===== src/rtl/crbt_pkg.sv =====
// Constants, types and register map shared by the capture/reload/baud timer
package crbt_pkg;

  // ************************************************************
  // Register addresses on the special-function register port
  // ************************************************************
  localparam logic [7:0] CRBT_ADDR_CTRL = 8'hc8;
  localparam logic [7:0] CRBT_ADDR_CAP_LO = 8'hca;
  localparam logic [7:0] CRBT_ADDR_CAP_HI = 8'hcb;
  localparam logic [7:0] CRBT_ADDR_CNT_LO = 8'hcc;
  localparam logic [7:0] CRBT_ADDR_CNT_HI = 8'hcd;

  // ************************************************************
  // Field positions of timer_control
  // ************************************************************
  localparam int CRBT_OVF_FLAG_BIT = 7;
  localparam int CRBT_EXT_FLAG_BIT = 6;
  localparam int CRBT_RX_BAUD_BIT = 5;
  localparam int CRBT_TX_BAUD_BIT = 4;
  localparam int CRBT_TRIG_EN_BIT = 3;
  localparam int CRBT_RUN_BIT = 2;
  localparam int CRBT_SRC_BIT = 1;
  localparam int CRBT_CAPSEL_BIT = 0;

  // ************************************************************
  // Reset values and counts
  // ************************************************************
  localparam logic [7:0] CRBT_CTRL_RESET = 8'h00;
  localparam logic [15:0] CRBT_CAP_RESET = 16'h0000;
  localparam logic [15:0] CRBT_CNT_RESET = 16'h0000;
  localparam logic [15:0] CRBT_CNT_MAX = 16'hffff;
  localparam logic [15:0] CRBT_CNT_WRAP = 16'h0000;
  localparam logic [3:0] CRBT_PRESCALE_LAST = 4'hb;
  localparam int CRBT_PIN_COUNT = 2;
  localparam int CRBT_PIN_COUNT_IDX = 0;
  localparam int CRBT_PIN_TRIG_IDX = 1;

  // ************************************************************
  // Modes and state records
  // ************************************************************
  typedef enum logic [1:0] {
    CRBT_MODE_OFF,
    CRBT_MODE_CAPTURE,
    CRBT_MODE_RELOAD,
    CRBT_MODE_BAUD
  } crbt_mode_t;

  typedef struct packed {
    logic [7:0] ctrl;
    logic [15:0] cap;
    logic [15:0] cnt;
    logic [7:0] rdata;
    logic irq;
    logic rx_clk;
    logic tx_clk;
    logic conv_start;
  } crbt_state_t;

  typedef struct packed {
    logic [CRBT_PIN_COUNT-1:0] meta;
    logic [CRBT_PIN_COUNT-1:0] sync;
    logic [CRBT_PIN_COUNT-1:0] prev;
    logic [CRBT_PIN_COUNT-1:0] fall;
  } crbt_sync_state_t;

  typedef struct packed {
    logic [3:0] div;
    logic half;
    logic div_tick;
    logic half_tick;
  } crbt_tick_state_t;

endpackage : crbt_pkg


===== src/rtl/crbt_evt_if.sv =====
// Interface carrying internal timebase and pin events to the timer core
`timescale 1ns/10ps
interface crbt_evt_if;
  logic count_fall;
  logic trig_fall;
  logic div12_tick;
  logic half_tick;

  modport pin_src (output count_fall, output trig_fall);
  modport tick_src (output div12_tick, output half_tick);
  modport sink (input count_fall, input trig_fall, input div12_tick, input half_tick);
endinterface : crbt_evt_if


===== src/rtl/crbt_edge_sync.sv =====
// Pin synchroniser and falling-edge detector for the count and trigger pins
`timescale 1ns/10ps
module crbt_edge_sync
  import crbt_pkg::*;
(
  input wire logic clock_in,
  input wire logic rst_n_in,
  input wire logic external_count_pin_in,
  input wire logic external_trigger_pin_in,
  crbt_evt_if.pin_src evt
);

  crbt_sync_state_t s_q;
  crbt_sync_state_t s_d;
  logic [CRBT_PIN_COUNT-1:0] pins;

  assign pins[CRBT_PIN_COUNT_IDX] = external_count_pin_in;
  assign pins[CRBT_PIN_TRIG_IDX] = external_trigger_pin_in;

  // ************************************************************
  // Two flops, then an edge stage that sees only the second flop
  // ************************************************************
  always_comb begin
    s_d = s_q;
    for (int i = 0; i < CRBT_PIN_COUNT; i++) begin
      s_d.meta[i] = pins[i];
      s_d.sync[i] = s_q.meta[i];
      s_d.prev[i] = s_q.sync[i];
      s_d.fall[i] = s_q.prev[i] & ~s_q.sync[i]; // [RULE20]
    end
  end

  // Idle level high, so a pin low at release reads as one falling edge
  always_ff @(posedge clock_in or negedge rst_n_in) begin
    if (!rst_n_in) begin
      s_q <= '{meta: '1, sync: '1, prev: '1, fall: '0};
    end else begin
      s_q <= s_d;
    end
  end

  assign evt.count_fall = s_q.fall[CRBT_PIN_COUNT_IDX];
  assign evt.trig_fall = s_q.fall[CRBT_PIN_TRIG_IDX];

endmodule : crbt_edge_sync


===== src/rtl/crbt_tick_gen.sv =====
// Free-running divide-by-12 and divide-by-2 timebase ticks
`timescale 1ns/10ps
module crbt_tick_gen
  import crbt_pkg::*;
(
  input wire logic clock_in,
  input wire logic rst_n_in,
  crbt_evt_if.tick_src evt
);

  crbt_tick_state_t s_q;
  crbt_tick_state_t s_d;

  // ************************************************************
  // Dividers
  // ************************************************************
  always_comb begin
    s_d = s_q;
    s_d.div = (s_q.div == CRBT_PRESCALE_LAST) ? 4'h0 : 4'(s_q.div + 4'h1);
    s_d.div_tick = (s_q.div == CRBT_PRESCALE_LAST); // [RULE2]
    s_d.half = ~s_q.half;
    s_d.half_tick = s_q.half; // [RULE13]
  end

  always_ff @(posedge clock_in or negedge rst_n_in) begin
    if (!rst_n_in) begin
      s_q <= '0;
    end else begin
      s_q <= s_d;
    end
  end

  assign evt.div12_tick = s_q.div_tick;
  assign evt.half_tick = s_q.half_tick;

endmodule : crbt_tick_gen


===== src/rtl/crbt_timer.sv =====
// Top of the 16-bit capture / auto-reload / baud-rate timer
// Operation
// (RULE1) One 16-bit up-counter, readable and writable as low and high bytes.
// (RULE2) Source clear: count core clock, undivided or divided by 12 by prescale_select.
// (RULE3) Source set: count once per falling edge on the external count pin.
// (RULE4) Run bit 1 starts counting; run bit 0 turns timer off in every mode.
// (RULE5) Capture mode when capture select and run set, both baud selects clear.
// (RULE6) Capture mode trigger edge copies count to capture pair, sets trigger flag.
// (RULE7) Trigger enable clear: trigger pin edges do nothing at all.
// (RULE8) Capture and reload modes: wrap from all ones sets overflow flag.
// (RULE9) Reload mode: each overflow loads the capture pair into the counter.
// (RULE10) Reload mode trigger edge also reloads counter and sets trigger flag.
// (RULE11) Either baud select puts timer in baud mode, always reloading.
// (RULE12) Baud mode: no overflow flag; overflows go to serial shift clocks.
// (RULE13) Baud mode with internal source advances at half core clock rate.
// (RULE14) Baud mode with pin source advances on count pin falling edges.
// (RULE15) Each baud select picks this or the other timer for its serial clock.
// (RULE16) Baud mode trigger edge only sets trigger flag, an extra interrupt.
// (RULE17) Flags cleared only by software; either flag plus enable requests interrupt.
// (RULE18) Capture pair takes captures, supplies reloads, and is software accessible.
// (RULE19) Timer provides a conversion-start event for the converter.
// (RULE20) Count and trigger pins synchronised; falling edges become one-cycle pulses.
// (RULE21) Conversion start is a one-cycle pulse on every overflow while running.
`timescale 1ns/10ps
module crbt_timer
  import crbt_pkg::*;
(
  input wire logic clock_in,
  input wire logic rst_n_in,
  input wire logic [7:0] sfr_addr_in,
  input wire logic sfr_wr_in,
  input wire logic sfr_rd_in,
  input wire logic [7:0] sfr_wdata_in,
  output logic [7:0] sfr_rdata_out,
  input wire logic prescale_select_in,
  input wire logic int_enable_in,
  input wire logic other_timer_overflow_in,
  input wire logic external_count_pin_in,
  input wire logic external_trigger_pin_in,
  output logic timer_irq_out,
  output logic rx_baud_clk_out,
  output logic tx_baud_clk_out,
  output logic conv_start_out
);

  // ************************************************************
  // State and internal events
  // ************************************************************
  crbt_state_t s_q;
  crbt_state_t s_d;
  crbt_mode_t mode;
  crbt_evt_if evt ();

  logic run;
  logic baud;
  logic src_pin;
  logic trig_en;
  logic tick;
  logic at_max;
  logic ovf_evt;
  logic trig_evt;
  logic ovf_set;
  logic wr_ctrl;
  logic wr_cap_lo;
  logic wr_cap_hi;
  logic wr_cnt_lo;
  logic wr_cnt_hi;
  logic [7:0] rd_mux;

  // ************************************************************
  // Helpers
  // ************************************************************
  crbt_edge_sync u_edge_sync (
    .clock_in(clock_in),
    .rst_n_in(rst_n_in),
    .external_count_pin_in(external_count_pin_in),
    .external_trigger_pin_in(external_trigger_pin_in),
    .evt(evt.pin_src)
  );

  crbt_tick_gen u_tick_gen (
    .clock_in(clock_in),
    .rst_n_in(rst_n_in),
    .evt(evt.tick_src)
  );

  // ************************************************************
  // Mode decode
  // ************************************************************
  assign run = s_q.ctrl[CRBT_RUN_BIT];
  assign baud = s_q.ctrl[CRBT_RX_BAUD_BIT] | s_q.ctrl[CRBT_TX_BAUD_BIT]; // [RULE11]
  assign src_pin = s_q.ctrl[CRBT_SRC_BIT];
  assign trig_en = s_q.ctrl[CRBT_TRIG_EN_BIT];

  always_comb begin
    if (!run) begin
      mode = CRBT_MODE_OFF; // [RULE4]
    end else if (baud) begin
      mode = CRBT_MODE_BAUD; // [RULE11]
    end else if (s_q.ctrl[CRBT_CAPSEL_BIT]) begin
      mode = CRBT_MODE_CAPTURE; // [RULE5]
    end else begin
      mode = CRBT_MODE_RELOAD; // [RULE5]
    end
  end

  // ************************************************************
  // Count source
  // ************************************************************
  // Baud mode ignores the prescaler: fixed half-rate timebase unless the pin source is selected
  always_comb begin
    if (src_pin) begin
      tick = evt.count_fall; // [RULE3] [RULE14]
    end else if (baud) begin
      tick = evt.half_tick; // [RULE13]
    end else if (prescale_select_in) begin
      tick = 1'b1; // [RULE2]
    end else begin
      tick = evt.div12_tick; // [RULE2]
    end
  end

  assign at_max = (s_q.cnt == CRBT_CNT_MAX);
  assign ovf_evt = run & tick & at_max; // [RULE8] [RULE21]
  assign trig_evt = run & trig_en & evt.trig_fall; // [RULE7]
  assign ovf_set = ovf_evt & ~baud; // [RULE12]

  // ************************************************************
  // Register port decode
  // ************************************************************
  assign wr_ctrl = sfr_wr_in & (sfr_addr_in == CRBT_ADDR_CTRL);
  assign wr_cap_lo = sfr_wr_in & (sfr_addr_in == CRBT_ADDR_CAP_LO);
  assign wr_cap_hi = sfr_wr_in & (sfr_addr_in == CRBT_ADDR_CAP_HI);
  assign wr_cnt_lo = sfr_wr_in & (sfr_addr_in == CRBT_ADDR_CNT_LO);
  assign wr_cnt_hi = sfr_wr_in & (sfr_addr_in == CRBT_ADDR_CNT_HI);

  always_comb begin
    case (sfr_addr_in)
      CRBT_ADDR_CTRL: rd_mux = s_q.ctrl;
      CRBT_ADDR_CAP_LO: rd_mux = s_q.cap[7:0]; // [RULE18]
      CRBT_ADDR_CAP_HI: rd_mux = s_q.cap[15:8]; // [RULE18]
      CRBT_ADDR_CNT_LO: rd_mux = s_q.cnt[7:0]; // [RULE1]
      CRBT_ADDR_CNT_HI: rd_mux = s_q.cnt[15:8]; // [RULE1]
      default: rd_mux = 8'h00;
    endcase
  end

  // ************************************************************
  // Next state
  // ************************************************************
  always_comb begin
    s_d = s_q;

    // Control: software write, then hardware sets win over clears
    if (wr_ctrl) begin
      s_d.ctrl = sfr_wdata_in;
    end
    if (ovf_set) begin
      s_d.ctrl[CRBT_OVF_FLAG_BIT] = 1'b1; // [RULE8] [RULE17]
    end
    if (trig_evt) begin
      s_d.ctrl[CRBT_EXT_FLAG_BIT] = 1'b1; // [RULE6] [RULE10] [RULE16] [RULE17]
    end

    // Capture pair: a capture beats a same-cycle software write
    if (wr_cap_lo) begin
      s_d.cap[7:0] = sfr_wdata_in; // [RULE18]
    end
    if (wr_cap_hi) begin
      s_d.cap[15:8] = sfr_wdata_in; // [RULE18]
    end
    if (mode == CRBT_MODE_CAPTURE && trig_evt) begin
      s_d.cap = s_q.cnt; // [RULE6]
    end

    // Counter: software write takes the cycle, no increment then
    if (wr_cnt_lo || wr_cnt_hi) begin
      if (wr_cnt_lo) begin
        s_d.cnt[7:0] = sfr_wdata_in; // [RULE1]
      end
      if (wr_cnt_hi) begin
        s_d.cnt[15:8] = sfr_wdata_in; // [RULE1]
      end
    end else begin
      unique case (mode)
        CRBT_MODE_OFF: begin
          s_d.cnt = s_q.cnt; // [RULE4]
        end
        CRBT_MODE_CAPTURE: begin
          if (tick) begin
            s_d.cnt = at_max ? CRBT_CNT_WRAP : 16'(s_q.cnt + 16'h0001); // [RULE8]
          end
        end
        CRBT_MODE_RELOAD: begin
          if (trig_evt) begin
            s_d.cnt = s_q.cap; // [RULE10]
          end else if (tick) begin
            s_d.cnt = at_max ? s_q.cap : 16'(s_q.cnt + 16'h0001); // [RULE9]
          end
        end
        CRBT_MODE_BAUD: begin
          if (tick) begin
            s_d.cnt = at_max ? s_q.cap : 16'(s_q.cnt + 16'h0001); // [RULE11] [RULE18]
          end
        end
      endcase
    end

    // Outputs, each one flop from its cause
    s_d.rdata = sfr_rd_in ? rd_mux : 8'h00;
    s_d.irq = int_enable_in & (s_d.ctrl[CRBT_OVF_FLAG_BIT] | s_d.ctrl[CRBT_EXT_FLAG_BIT]); // [RULE17]
    s_d.rx_clk = s_q.ctrl[CRBT_RX_BAUD_BIT] ? ovf_evt : other_timer_overflow_in; // [RULE12] [RULE15]
    s_d.tx_clk = s_q.ctrl[CRBT_TX_BAUD_BIT] ? ovf_evt : other_timer_overflow_in; // [RULE12] [RULE15]
    s_d.conv_start = ovf_evt; // [RULE19] [RULE21]
  end

  // ************************************************************
  // State register
  // ************************************************************
  always_ff @(posedge clock_in or negedge rst_n_in) begin
    if (!rst_n_in) begin
      s_q <= '{ctrl: CRBT_CTRL_RESET, cap: CRBT_CAP_RESET, cnt: CRBT_CNT_RESET,
               rdata: 8'h00, irq: 1'b0, rx_clk: 1'b0, tx_clk: 1'b0, conv_start: 1'b0};
    end else begin
      s_q <= s_d;
    end
  end

  assign sfr_rdata_out = s_q.rdata;
  assign timer_irq_out = s_q.irq;
  assign rx_baud_clk_out = s_q.rx_clk;
  assign tx_baud_clk_out = s_q.tx_clk;
  assign conv_start_out = s_q.conv_start;

endmodule : crbt_timer


===== config.mk =====
export PLATFORM = sky130hd
export DESIGN_NAME = crbt_timer
export DESIGN_NICKNAME = d
export VERILOG_FILES = /design/src/rtl/crbt_pkg.sv /design/src/rtl/crbt_evt_if.sv /design/src/rtl/crbt_edge_sync.sv /design/src/rtl/crbt_tick_gen.sv /design/src/rtl/crbt_timer.sv
export SDC_FILE = /design/constraint.sdc
export NUM_CORES = 1
export LEC_CHECK = 0
export BUFFER_PORTS_ARGS = -buffer_cell sky130_fd_sc_hd__buf_2
export CAP_MARGIN = 25
export CORE_MARGIN = 5
export CORE_UTILIZATION = 35
export DETAILED_ROUTE_END_ITERATION = 12
export PLACE_DENSITY = 0.55
export SLEW_MARGIN = 20
export SYNTH_ARGS = -nofsm -noshare
export SYNTH_HDL_FRONTEND = slang
export SYNTH_SLANG_ARGS = --single-unit

===== constraint.sdc =====
create_clock -name clock_in -period 3.7 [get_ports clock_in]
set_input_delay 0.74 -clock clock_in [delete_from_list [all_inputs] [get_ports clock_in]]
set_output_delay 0.74 -clock clock_in [all_outputs]
set_load 0.01 [all_outputs]

Word-level counts from Yosys, hierarchy flattened
Index checks and enable logic that the tools add are counted.
{"block": "totals", "output_inout_bits": 12, "reg_bits": 67, "word_cells": 87}
{"block": "op_classes", "n_addsub": 2, "n_reduce_logical": 7, "bitwise": 19, "eq_ne": 14, "mux": 26}
{"op": "16-bit 2-to-1 mux", "n": 7}
{"op": "8-bit 2-to-1 mux", "n": 6}
{"op": "16-bit one-hot mux with 3 select lines", "n": 1}
{"op": "8-bit == test (second input constant)", "n": 5}
{"op": "8-bit one-hot mux with 5 select lines", "n": 1}
{"op": "16-bit by 1-bit adder with 16-bit output (second input constant)", "n": 1}
{"op": "16-bit == test (second input constant)", "n": 1}
{"op": "1-bit AND", "n": 13}
{"op": "1-bit 2-to-1 mux", "n": 7}
{"op": "2-bit 2-to-1 mux", "n": 3}
{"op": "2-bit != test (second input constant)", "n": 3}
{"op": "3-bit AND reduction", "n": 2}
{"op": "4-bit by 1-bit adder with 4-bit output (second input constant)", "n": 1}
{"op": "2-bit == test (second input constant)", "n": 2}
{"op": "4-bit == test (second input constant)", "n": 1}
{"op": "4-bit 2-to-1 mux", "n": 1}
{"op": "1-bit NOT", "n": 4}
{"op": "2-bit nonzero test", "n": 2}
{"op": "3-bit by 2-bit != test with 1-bit output (second input constant)", "n": 1}
{"op": "2-bit by 1-bit == test with 1-bit output (second input constant)", "n": 1}
{"op": "2-bit zero test", "n": 1}
{"op": "1-bit OR", "n": 2}
{"op": "1-bit logical AND", "n": 1}
{"op": "1-bit logical OR", "n": 1}

Logic depth before layout (Yosys ltp)
Gate-level depths: netlist (run 1).
{"block": "depth", "ltp_word": 9, "mapped_depth": 9, "ltp_nobuf": 7}

Modules after synthesis
From an unflattened synthesis (run 1), not the netlist that was laid out.
{"block": "unflattened", "hier_cells": 506, "hier_area_um2": 4451.8}
{"module": "crbt_timer", "cells_per_inst": 478, "seq_area_each_um2": 1301.2, "area_per_inst_um2": 3963.8, "n_inst": 1}
{"module": "crbt_tick_gen", "cells_per_inst": 18, "seq_area_each_um2": 175.2, "area_per_inst_um2": 252.7, "n_inst": 1}
{"module": "crbt_edge_sync", "cells_per_inst": 10, "seq_area_each_um2": 207.7, "area_per_inst_um2": 235.2, "n_inst": 1}

Least setup slack after synthesis (run 1)
No wires, ideal clock.
{"block": "synth_timing", "path_type": "input to register", "startpoint": "in sfr_addr_in[5]", "endpoint": "reg s_q, in the netlist timer_irq_out", "t_required_ns": 3.581, "cell_stages": 6, "arrival_time_ns": 2.118, "path_slack_ns": 1.464, "setup_time_ns": 0.119, "n_path_buf": 0, "path_cell_list": "nor3b_2 > nand3_1 > nor4_1 > mux2_2 > a21o_1 > o21a_1"}
{"item": "start, declared", "line_no": "crbt_timer.sv:30", "text": "input wire logic [7:0] sfr_addr_in,"}
{"item": "end signal, assigned", "line_no": "crbt_timer.sv:222", "text": "s_q <= '{ctrl: CRBT_CTRL_RESET, cap: CRBT_CAP_RESET, cnt: CRBT_CNT_RESET,"}
{"item": "end, declared", "line_no": "crbt_timer.sv:49", "text": "crbt_state_t s_q;"}

Final worst setup path (run 1)
{"block": "layout_timing", "startpoint": "reg s_q[12] in the netlist's numbering", "endpoint": "reg s_q[21] in the netlist's numbering"}
{"block": "layout_via", "elab_chain_len": 6, "word_cells_on_any_way": 9, "classes_between": "1 x add/sub; 1 x eq/ne; 7 x mux"}
{"item": "16-bit by 1-bit adder with 16-bit output or 16-bit == test (tied branches)"}
{"item": "16-bit 2-to-1 mux", "line_no": "crbt_timer.sv:198, crbt_timer.sv:203"}
{"item": "16-bit 2-to-1 mux", "line_no": "crbt_timer.sv:197, crbt_timer.sv:202"}
{"item": "16-bit 2-to-1 mux", "line_no": "crbt_timer.sv:195", "text": "if (trig_evt) begin"}
{"item": "16-bit one-hot mux with 3 select lines (*)", "line_no": "crbt_timer.sv:185", "text": "unique case (mode)"}
{"item": "16-bit 2-to-1 mux (*)", "line_no": "crbt_timer.sv:177", "text": "if (wr_cnt_lo || wr_cnt_hi) begin"}
Every way passes the cells marked *; elsewhere a longest branch is shown, timed or not. The select of a mux whose other input is x is not followed.
A chain may end at the register's enable or synchronous reset.

==> results of run 1 <==
## final timing paths
kind	depth (start not counted)	to	slack, ns
max in group asynchronous	2	s_q[25]	2.51
max	7	s_q[21]	1.09
min reg2reg	0	u_edge_sync.s_d[3]	0.35
min	0	u_edge_sync.s_d[3]	0.35
min in group asynchronous	2	s_q[30]	0.59
max reg2reg	7	s_q[21]	1.09
## critical path, delay by kind of cell, from the launching register on
family	cells	cell delay [ns]
and+or+nand+nor	2	0.66
AOI/OAI and AO/OA	4	1.05
DFF	1	0.46
adders and majority gates	1	0.30
## metal layers
layer | up-vias | global-route usage (%) | part of all wire [%]
li1 | 1840 | - | -
met1 | 2006 | 27.5 | 41
met2 | 186 | 31.8 | 48
met3 | 32 | 4.07 | 8.1
met4 | 0 | 9.03 | 2.8
met5 | - | 0 | 0
## kinds of logic after synthesis
group	count (synthesis)
XOR/XNOR	12
AO/OA/AOI/OAI	153
multiplexers	40
adder cells (fa/ha/maj)	2
flip-flops	67
buffers and inverters	54
AND/OR/NAND/NOR	164
## flip-flops by register name (all words and copies together) (netlist names), 2 cells and up
register,cells
s_q,39
sfr_rdata_out,8
u_edge_sync.s_d,4
u_tick_gen.s_q,4
u_edge_sync.s_q,2
## synthesized netlist by cell type, drive strengths merged (5+ instances only)
master  number
dfrtp       61
xnor2        5
clkbuf      13
nor2        33
a222oi       9
or3          5
o221ai       5
nor3         6
nand2       59
o21ai       43
mux2        21
inv          7
xor2         7
buf         34
o22ai        8
nand3       21
and3        10
nand2b       7
o31ai        5
a21o         5
mux2i       19
dfstp        6
o211ai       5
a31oi        5
a21oi       31
## power groups by stage
stage	registers (mW)	logic, mW	clock network (mW)
after floorplan	0.869	0.521	0
after global placement	1.00	0.524	0
after detailed placement	1.01	0.536	0
after CTS	0.994	0.539	0.976
after global routing	1.02	0.599	1.00
final	1.00	0.546	0.949
## cell type report
type / count / share of cell area [%]
Inverter: 7 / 0.523
Timing Repair Buffer: 48 / 5.38
Tap cell: 172 / 4.28
Sequential cell: 67 / 33.5
Multi-Input combinational cell: 371 / 49.8
Clock buffer: 9 / 4.48
Clock inverter: 7 / 1.99
## stage by stage
| stage | instances | utilization (%) | worst slack (ns) | hold slack (ns) |
|---|---|---|---|---|
| 2_1_floorplan | 492 | - | 1.46 | 0.345 |
| 3_3_place_gp | 665 | 37.4 | 0.855 | 0.346 |
| 3_5_place_dp | 665 | 37.4 | 0.794 | 0.348 |
| 4_1_cts | 681 | 40.0 | 1.13 | 0.356 |
| 5_1_grt | 681 | 40.0 | 0.973 | 0.360 |
| 6_report | 681 | 40.0 | 1.09 | 0.355 |
## cell usage in the layout, fill, tap and decap left out, drive strengths merged, types with 3 or more instances in the layout
cell / n
or3: 5
dfstp: 6
clkbuf: 9
buf: 48
a222oi: 9
nand3: 21
o21ai: 43
o2bb2ai: 3
and2: 3
and3: 10
nor4: 4
inv: 8
clkinv: 4
nand2b: 7
xor2: 7
a31oi: 5
nor2: 33
mux2i: 19
nor2b: 4
a21o: 5
o31ai: 5
a311oi: 4
a21oi: 31
o221ai: 5
o22ai: 8
xnor2: 5
dfrtp: 61
a211oi: 3
o211ai: 5
o311a: 3
mux2: 21
nand2: 59
a22oi: 4
nor3: 6
==> load_flow_metrics.sql, run 1 <==
INSERT INTO impl_metrics (metric_group, metric, value, unit) VALUES
('run_status', 'status', 'complete, no violations', ''),
('cts', 'sink_count_of_the_clock_tree', '67', ''),
('global_routing', 'grt_first_pass_wirelength', '23100', 'um'),
('pwr', 'seqPwrFrac', '40.1', '%'),
('cts', 'cts_buffer_depth', '2', ''),
('sta', 'worst_clock_skew', '0.00439', 'ns'),
('layout', 'area_used_by_multi_input_combinational_logic', '0.00250', 'mm^2'),
('yosys', 'netlist_top_cells_area', 'sky130_fd_sc_hd__dfrtp_1 (34%), sky130_fd_sc_hd__mux2_2 (5.3%), sky130_fd_sc_hd__nand2_1 (5.0%)', ''),
('yosys', 'synth_top_family_by_area', 'compound AO/OA/AOI/OAI gates', ''),
('placed_design', 'detailedPlacementHpwl', '10200', 'um'),
('layout', 'diodes', '0', ''),
('sta', 'timing.max_slew.rel_slack', '28.7', '%'),
('sta', 'timing_worst_slew_pin_value', '1.06', 'ns'),
('cts', 'ctsHtreeMaxLevel', '3', ''),
('yosys', 'synthXorXnorAreaFrac', '2.35', '%'),
('layout', 'finish.net_count', '531', ''),
('pwr', 'share_comb_of_total_power', '21.9', '%'),
('yosys', 'ys_types', '75', ''),
('pwr', 'pwr-share-clk', '38.0', '%'),
('critical_path', 'critical_path.cell_chain', 'ha_1, nand2_1, or3_1, o21ai_1, a21oi_1, o31ai_1, o211ai_1', ''),
('pwr', 'net-switching-power', '0.841', 'mW'),
('cts', 'cts.repair.resized', '0', ''),
('sta', 'hold_viol_final', '0', ''),
('yosys', 'synth.mux.area_fraction', '9.56', '%'),
('detailed_routing', 'detail-route-antenna-nets', '0', ''),
('cts', 'cts.clk_slew.worst_paths', '0.06', 'ns'),
('yosys', 'synth_top_cell_by_area', 'sky130_fd_sc_hd__dfrtp_1', ''),
('sta', 'timing.final.max_slew_violations', '0', ''),
('yosys', 'synthesis.area_per_instance', '9.07', 'um^2'),
('critical_path', 'timing.critical_path.to_type', 'flip-flop', ''),
('layout', 'layout.cell_area.non_filler', '0.00502', 'mm^2'),
('yosys', 'synth_edf_count', '0', ''),
('sta', 'highest_clock_rate', '0.383', 'GHz'),
('cts', 'cts_tree', 'done', ''),
('pwr', 'power.static_leakage', '1.94', 'nW'),
('cts', 'hold_fix_buffer_count_after_cts', '0', ''),
('detailed_routing', 'wl_per_cell', '21.8', 'um'),
('layout', 'drive_gt1_share', '22.6', '%'),
('cts', 'cts_setup_buffers', '0', ''),
('layout', 'seq_area', '0.00168', 'mm^2'),
('yosys', 'postSynthRegisterBits', '67', ''),
('sta', 'summed_negative_setup_slack_over_all_endpoints', '0', 'ns'),
('min_path', 'worstHoldStart', 'u_edge_sync.s_d[5]', ''),
('yosys', 'synth_area', '0.00446', 'mm^2'),
('placed_design', 'placed_area', '0.00470', 'mm^2'),
('critical_path', 'worst-setup-path-type', 'reg2reg', ''),
('critical_path', 'timing.critical_path.arrival', '2.82', 'ns'),
('critical_path', 'worst_r2r_startpoint', 's_q[12]', ''),
('yosys', 'synth_top_area_share', '34.2', '%'),
('cts', 'cts_made_buffers', '9', ''),
('yosys', 'synth_top_flop_cell', 'sky130_fd_sc_hd__dfrtp_1', ''),
('cts', 'clock_latency_reported_for_the_late_side_of_the_worst_skew_pair', '0.34', 'ns'),
('yosys', 'synth-simple-area-share', '19.9', '%'),
('pwr', 'finalPower', '2.50', 'mW'),
('die', 'core_area', '0.0126', 'mm^2'),
('yosys', 'yosysWarningCount', '0', ''),
('yosys', 'synth_sequential_area_ratio', '37.7', '%'),
('pwr', 'switching_share', '33.7', '%'),
('global_routing', 'antenna_found_initial', '0', ''),
('critical_path', 'timing.critical_path.fanout_max', '7', ''),
('yosys', 'yosys.area_share.adder', '0.561', '%'),
('die', 'chipHeight', '123', 'um'),
('detailed_routing', 'dr.first_iter.drc_count', '615', ''),
('global_routing', 'overflow', '0', ''),
('min_path', 'holdCritPathClass', 'reg2reg', ''),
('pwr', 'pwr_per_cell_area', '497', 'mW/mm^2'),
('detailed_routing', 'route.detailed.drc', '0', ''),
('placed_design', 'port_buffers', '36', ''),
('pwr', 'power.internal', '1.66', 'mW'),
('global_routing', 'number_of_global_route_vias_before_repair', '4051', ''),
('placed_design', 'place.gp.congestion', '0.943', '');
(Power assumes the default switching activity.)
==> run 2: changes to the inputs <==
- clock period: 3.7 -> 2.55 ns (I/O delays scaled with it)
==> run 2 against run 1 <==
  * Sequential share of layout area shrank 1.3 points
  * Worst setup slack lost 0.84 ns
  * Non-clock buffer count grew 32
  * Global-route usage grew 0.10 points
  * Sequential cell count is the same
  * Power grew 43%
  * Fmax grew 14%
  * Hold slack lost 0.18 ns
==> load_flow_metrics.sql, run 2 (synthesis gave the netlist of run 1 again) <==
INSERT INTO impl_metrics (metric_group, metric, value, unit) VALUES
('placed_design', 'detailedPlacementHpwl', '10800', 'um'),
('critical_path', 'critical_path_required', '2.74', 'ns'),
('detailed_routing', 'routed-via-count', '4191', ''),
('sta', 'highest_clock_rate', '0.435', 'GHz'),
('cts', 'cts_tree', 'done', ''),
('detailed_routing', 'detail-route-antenna-nets', '0', ''),
('layout', 'largest_register_ff_count', '39', ''),
('die', 'initial_utilization', '35.5', '%'),
('pwr', 'pwr-share-clk', '33.6', '%'),
('pwr', 'switching_share', '35.1', '%'),
('global_routing', 'overflow', '0', ''),
('critical_path', 'timing.critical_path.arrival', '2.49', 'ns'),
('pwr', 'seqPwrFrac', '37.5', '%'),
('cts', 'cts_root_buffer', 'sky130_fd_sc_hd__clkbuf_16', ''),
('detailed_routing', 'tritonroute_pass_1_iters', '5', ''),
('die', 'design.die.area', '0.0151', 'mm^2'),
('pwr', 'power.static_leakage', '2.07', 'nW'),
('placed_design', 'port_buffers', '36', ''),
('sta', 'timing.final.max_slew_violations', '0', ''),
('layout', 'finish.net_count', '563', ''),
('pwr', 'net-switching-power', '1.25', 'mW'),
('pwr', 'finalPower', '3.56', 'mW'),
('cts', 'ctsHtreeMaxLevel', '3', ''),
('sta', 'layout_worst_path_cycle_share', '90.2', '%'),
('cts', 'clock_latency_reported_for_the_late_side_of_the_worst_skew_pair', '0.34', 'ns'),
('placed_design', 'place.gp.congestion', '0.906', ''),
('detailed_routing', 'routed_wire_length', '15000', 'um'),
('pwr', 'power.internal', '2.31', 'mW'),
('job', 'max_cap_viol_count', '0', ''),
('die', 'core_area', '0.0126', 'mm^2'),
('cts', 'cts_made_buffers', '9', ''),
('die', 'chipHeight', '123', 'um'),
('critical_path', 'timing.critical_path.to_type', 'flip-flop', ''),
('layout', 'fill_cells', '1269', ''),
('global_routing', 'pin_count_of_the_biggest_net_entering_global_routing', '68', ''),
('critical_path', 'reg2reg_setup_slack', '0.25', 'ns'),
('global_routing', 'antenna_found_initial', '0', ''),
('cts', 'sink_count_of_the_clock_tree', '67', ''),
('cts', 'cts_setup_buffers', '0', ''),
('sta', 'worst_clock_skew', '0.00663', 'ns'),
('global_routing', 'grt_first_pass_wirelength', '23300', 'um'),
('layout', 'most-common-layout-cells', 'sky130_fd_sc_hd__dfrtp_1 (61), sky130_fd_sc_hd__nand2_1 (59), sky130_fd_sc_hd__buf_4 (43), sky130_fd_sc_hd__buf_2 (36), sky130_fd_sc_hd__a21oi_1 (31)', ''),
('detailed_routing', 'dr.first_iter.drc_count', '547', ''),
('sta', 'timing_worst_slew_pin_value', '0.738', 'ns'),
('run_status', 'status', 'complete, no violations', ''),
('pwr', 'share_comb_of_total_power', '28.9', '%'),
('sta', 'summed_negative_setup_slack_over_all_endpoints', '0', 'ns'),
('layout', 'largest-register', 's_q', ''),
('detailed_routing', 'wl_per_cell', '21.0', 'um'),
('die', 'io-pin-count', '37', ''),
('critical_path', 'worstSetupStartpointType', 'flip-flop', ''),
('sta', 'min_period', '2.30', 'ns'),
('detailed_routing', 'route.detailed.drc', '0', ''),
('pwr', 'ir_worst_vdd', '256', 'uV'),
('min_path', 'holdCritPathClass', 'in2async', ''),
('sta', 'timing.max_slew.rel_slack', '50.8', '%'),
('layout', 'layout-area-overhead-vs-synth', '17.2', '%'),
('critical_path', 'timing.critical_path.fanout_max', '5', ''),
('cts', 'cts_buffer_depth', '2', ''),
('cts', 'hold_fix_buffer_count_after_cts', '0', ''),
('sta', 'grt_setup_unrepaired', 'no', ''),
('layout', 'diodes', '0', ''),
('die', 'placementRows', '41', ''),
('critical_path', 'worst-setup-path-type', 'reg2reg', ''),
('cts', 'cts.repair.resized', '0', ''),
('sta', 'hold_viol_final', '0', ''),
('pwr', 'pwr_per_cell_area', '681', 'mW/mm^2'),
('global_routing', 'number_of_global_route_vias_before_repair', '4038', ''),
('global_routing', 'grt_usage', '20.5', '%'),
('layout', 'drive_gt1_share', '27.0', '%'),
('layout', 'mostFrequentLayoutCell', 'sky130_fd_sc_hd__dfrtp_1', ''),
('die', 'die_width', '123', 'um'),
('detailed_routing', 'vias_per_cell', '5.88', ''),
('cts', 'cts.clk_slew.worst_paths', '0.06', 'ns'),
('sta', 'setup-violations-final', '0', '');
## run 2: worst paths after layout
path / depth (start not counted) / to / from
hold reg to reg: 0 / u_edge_sync.s_d[3] / u_edge_sync.s_d[5]
setup reg to reg: 7 / s_q[21] / s_q[13]
setup / recovery: 7 / s_q[21] / s_q[13]
hold / removal: 2 / s_q[30] / rst_n_in
min in group clock_in: 1 / u_edge_sync.s_d[4] / external_count_pin_in
max in group asynchronous: 2 / u_edge_sync.s_q[2] / rst_n_in
## run 2: layout make-up
cell class                 count  area, um^2  area share (%)
timing repair buffer          80         523            10.0
tap                          172         215            4.11
clock buffer                   9         225            4.31
sequential                    67        1680            32.2
inverter                       7        26.3           0.502
multi-input combinational    371        2500            47.8
clock inverter                 7        58.8            1.12
## run 2: routing by layer
layer,global-route usage (%),routed length [um],up-vias
li1,-,-,1910
met2,31.5,6860,189
met3,4.67,1020,41
met4,8.33,562,0
met1,28.0,6510,2051
met5,0,0,-
## run 2: stage by stage
stage	cells	area, um^2	hold WS [ns]	utilization, %	setup WS (ns)
finish	713	5230	0.175	41.6	0.251
global route	713	5230	0.204	41.6	0.0941
CTS	713	5230	0.195	41.6	0.279
detailed placement	697	4950	0.348	39.4	0.244
global placement	697	4950	0.347	39.4	0.286
floorplan	492	4460	0.214	-	0.544
## run 2: power by group through the flow
stage               clock [mW]  combinational [mW]  sequential, mW
global placement             0               0.993            1.34
floorplan                    0               0.755            1.26
CTS                       1.22                1.02            1.33
detailed placement           0                1.01            1.35
global route              1.27                1.13            1.35
finish                    1.20                1.03            1.34
## run 2: critical path, cell delays in order, from the launching register on
cell and delay, ns:
sky130_fd_sc_hd__dfrtp_1 0.41, sky130_fd_sc_hd__ha_1 0.29, sky130_fd_sc_hd__nand3_1 0.26, sky130_fd_sc_hd__nor2_1 0.34, sky130_fd_sc_hd__a21oi_1 0.16, sky130_fd_sc_hd__o311a_1 0.30
sky130_fd_sc_hd__o31ai_1 0.22, sky130_fd_sc_hd__o211ai_1 0.17
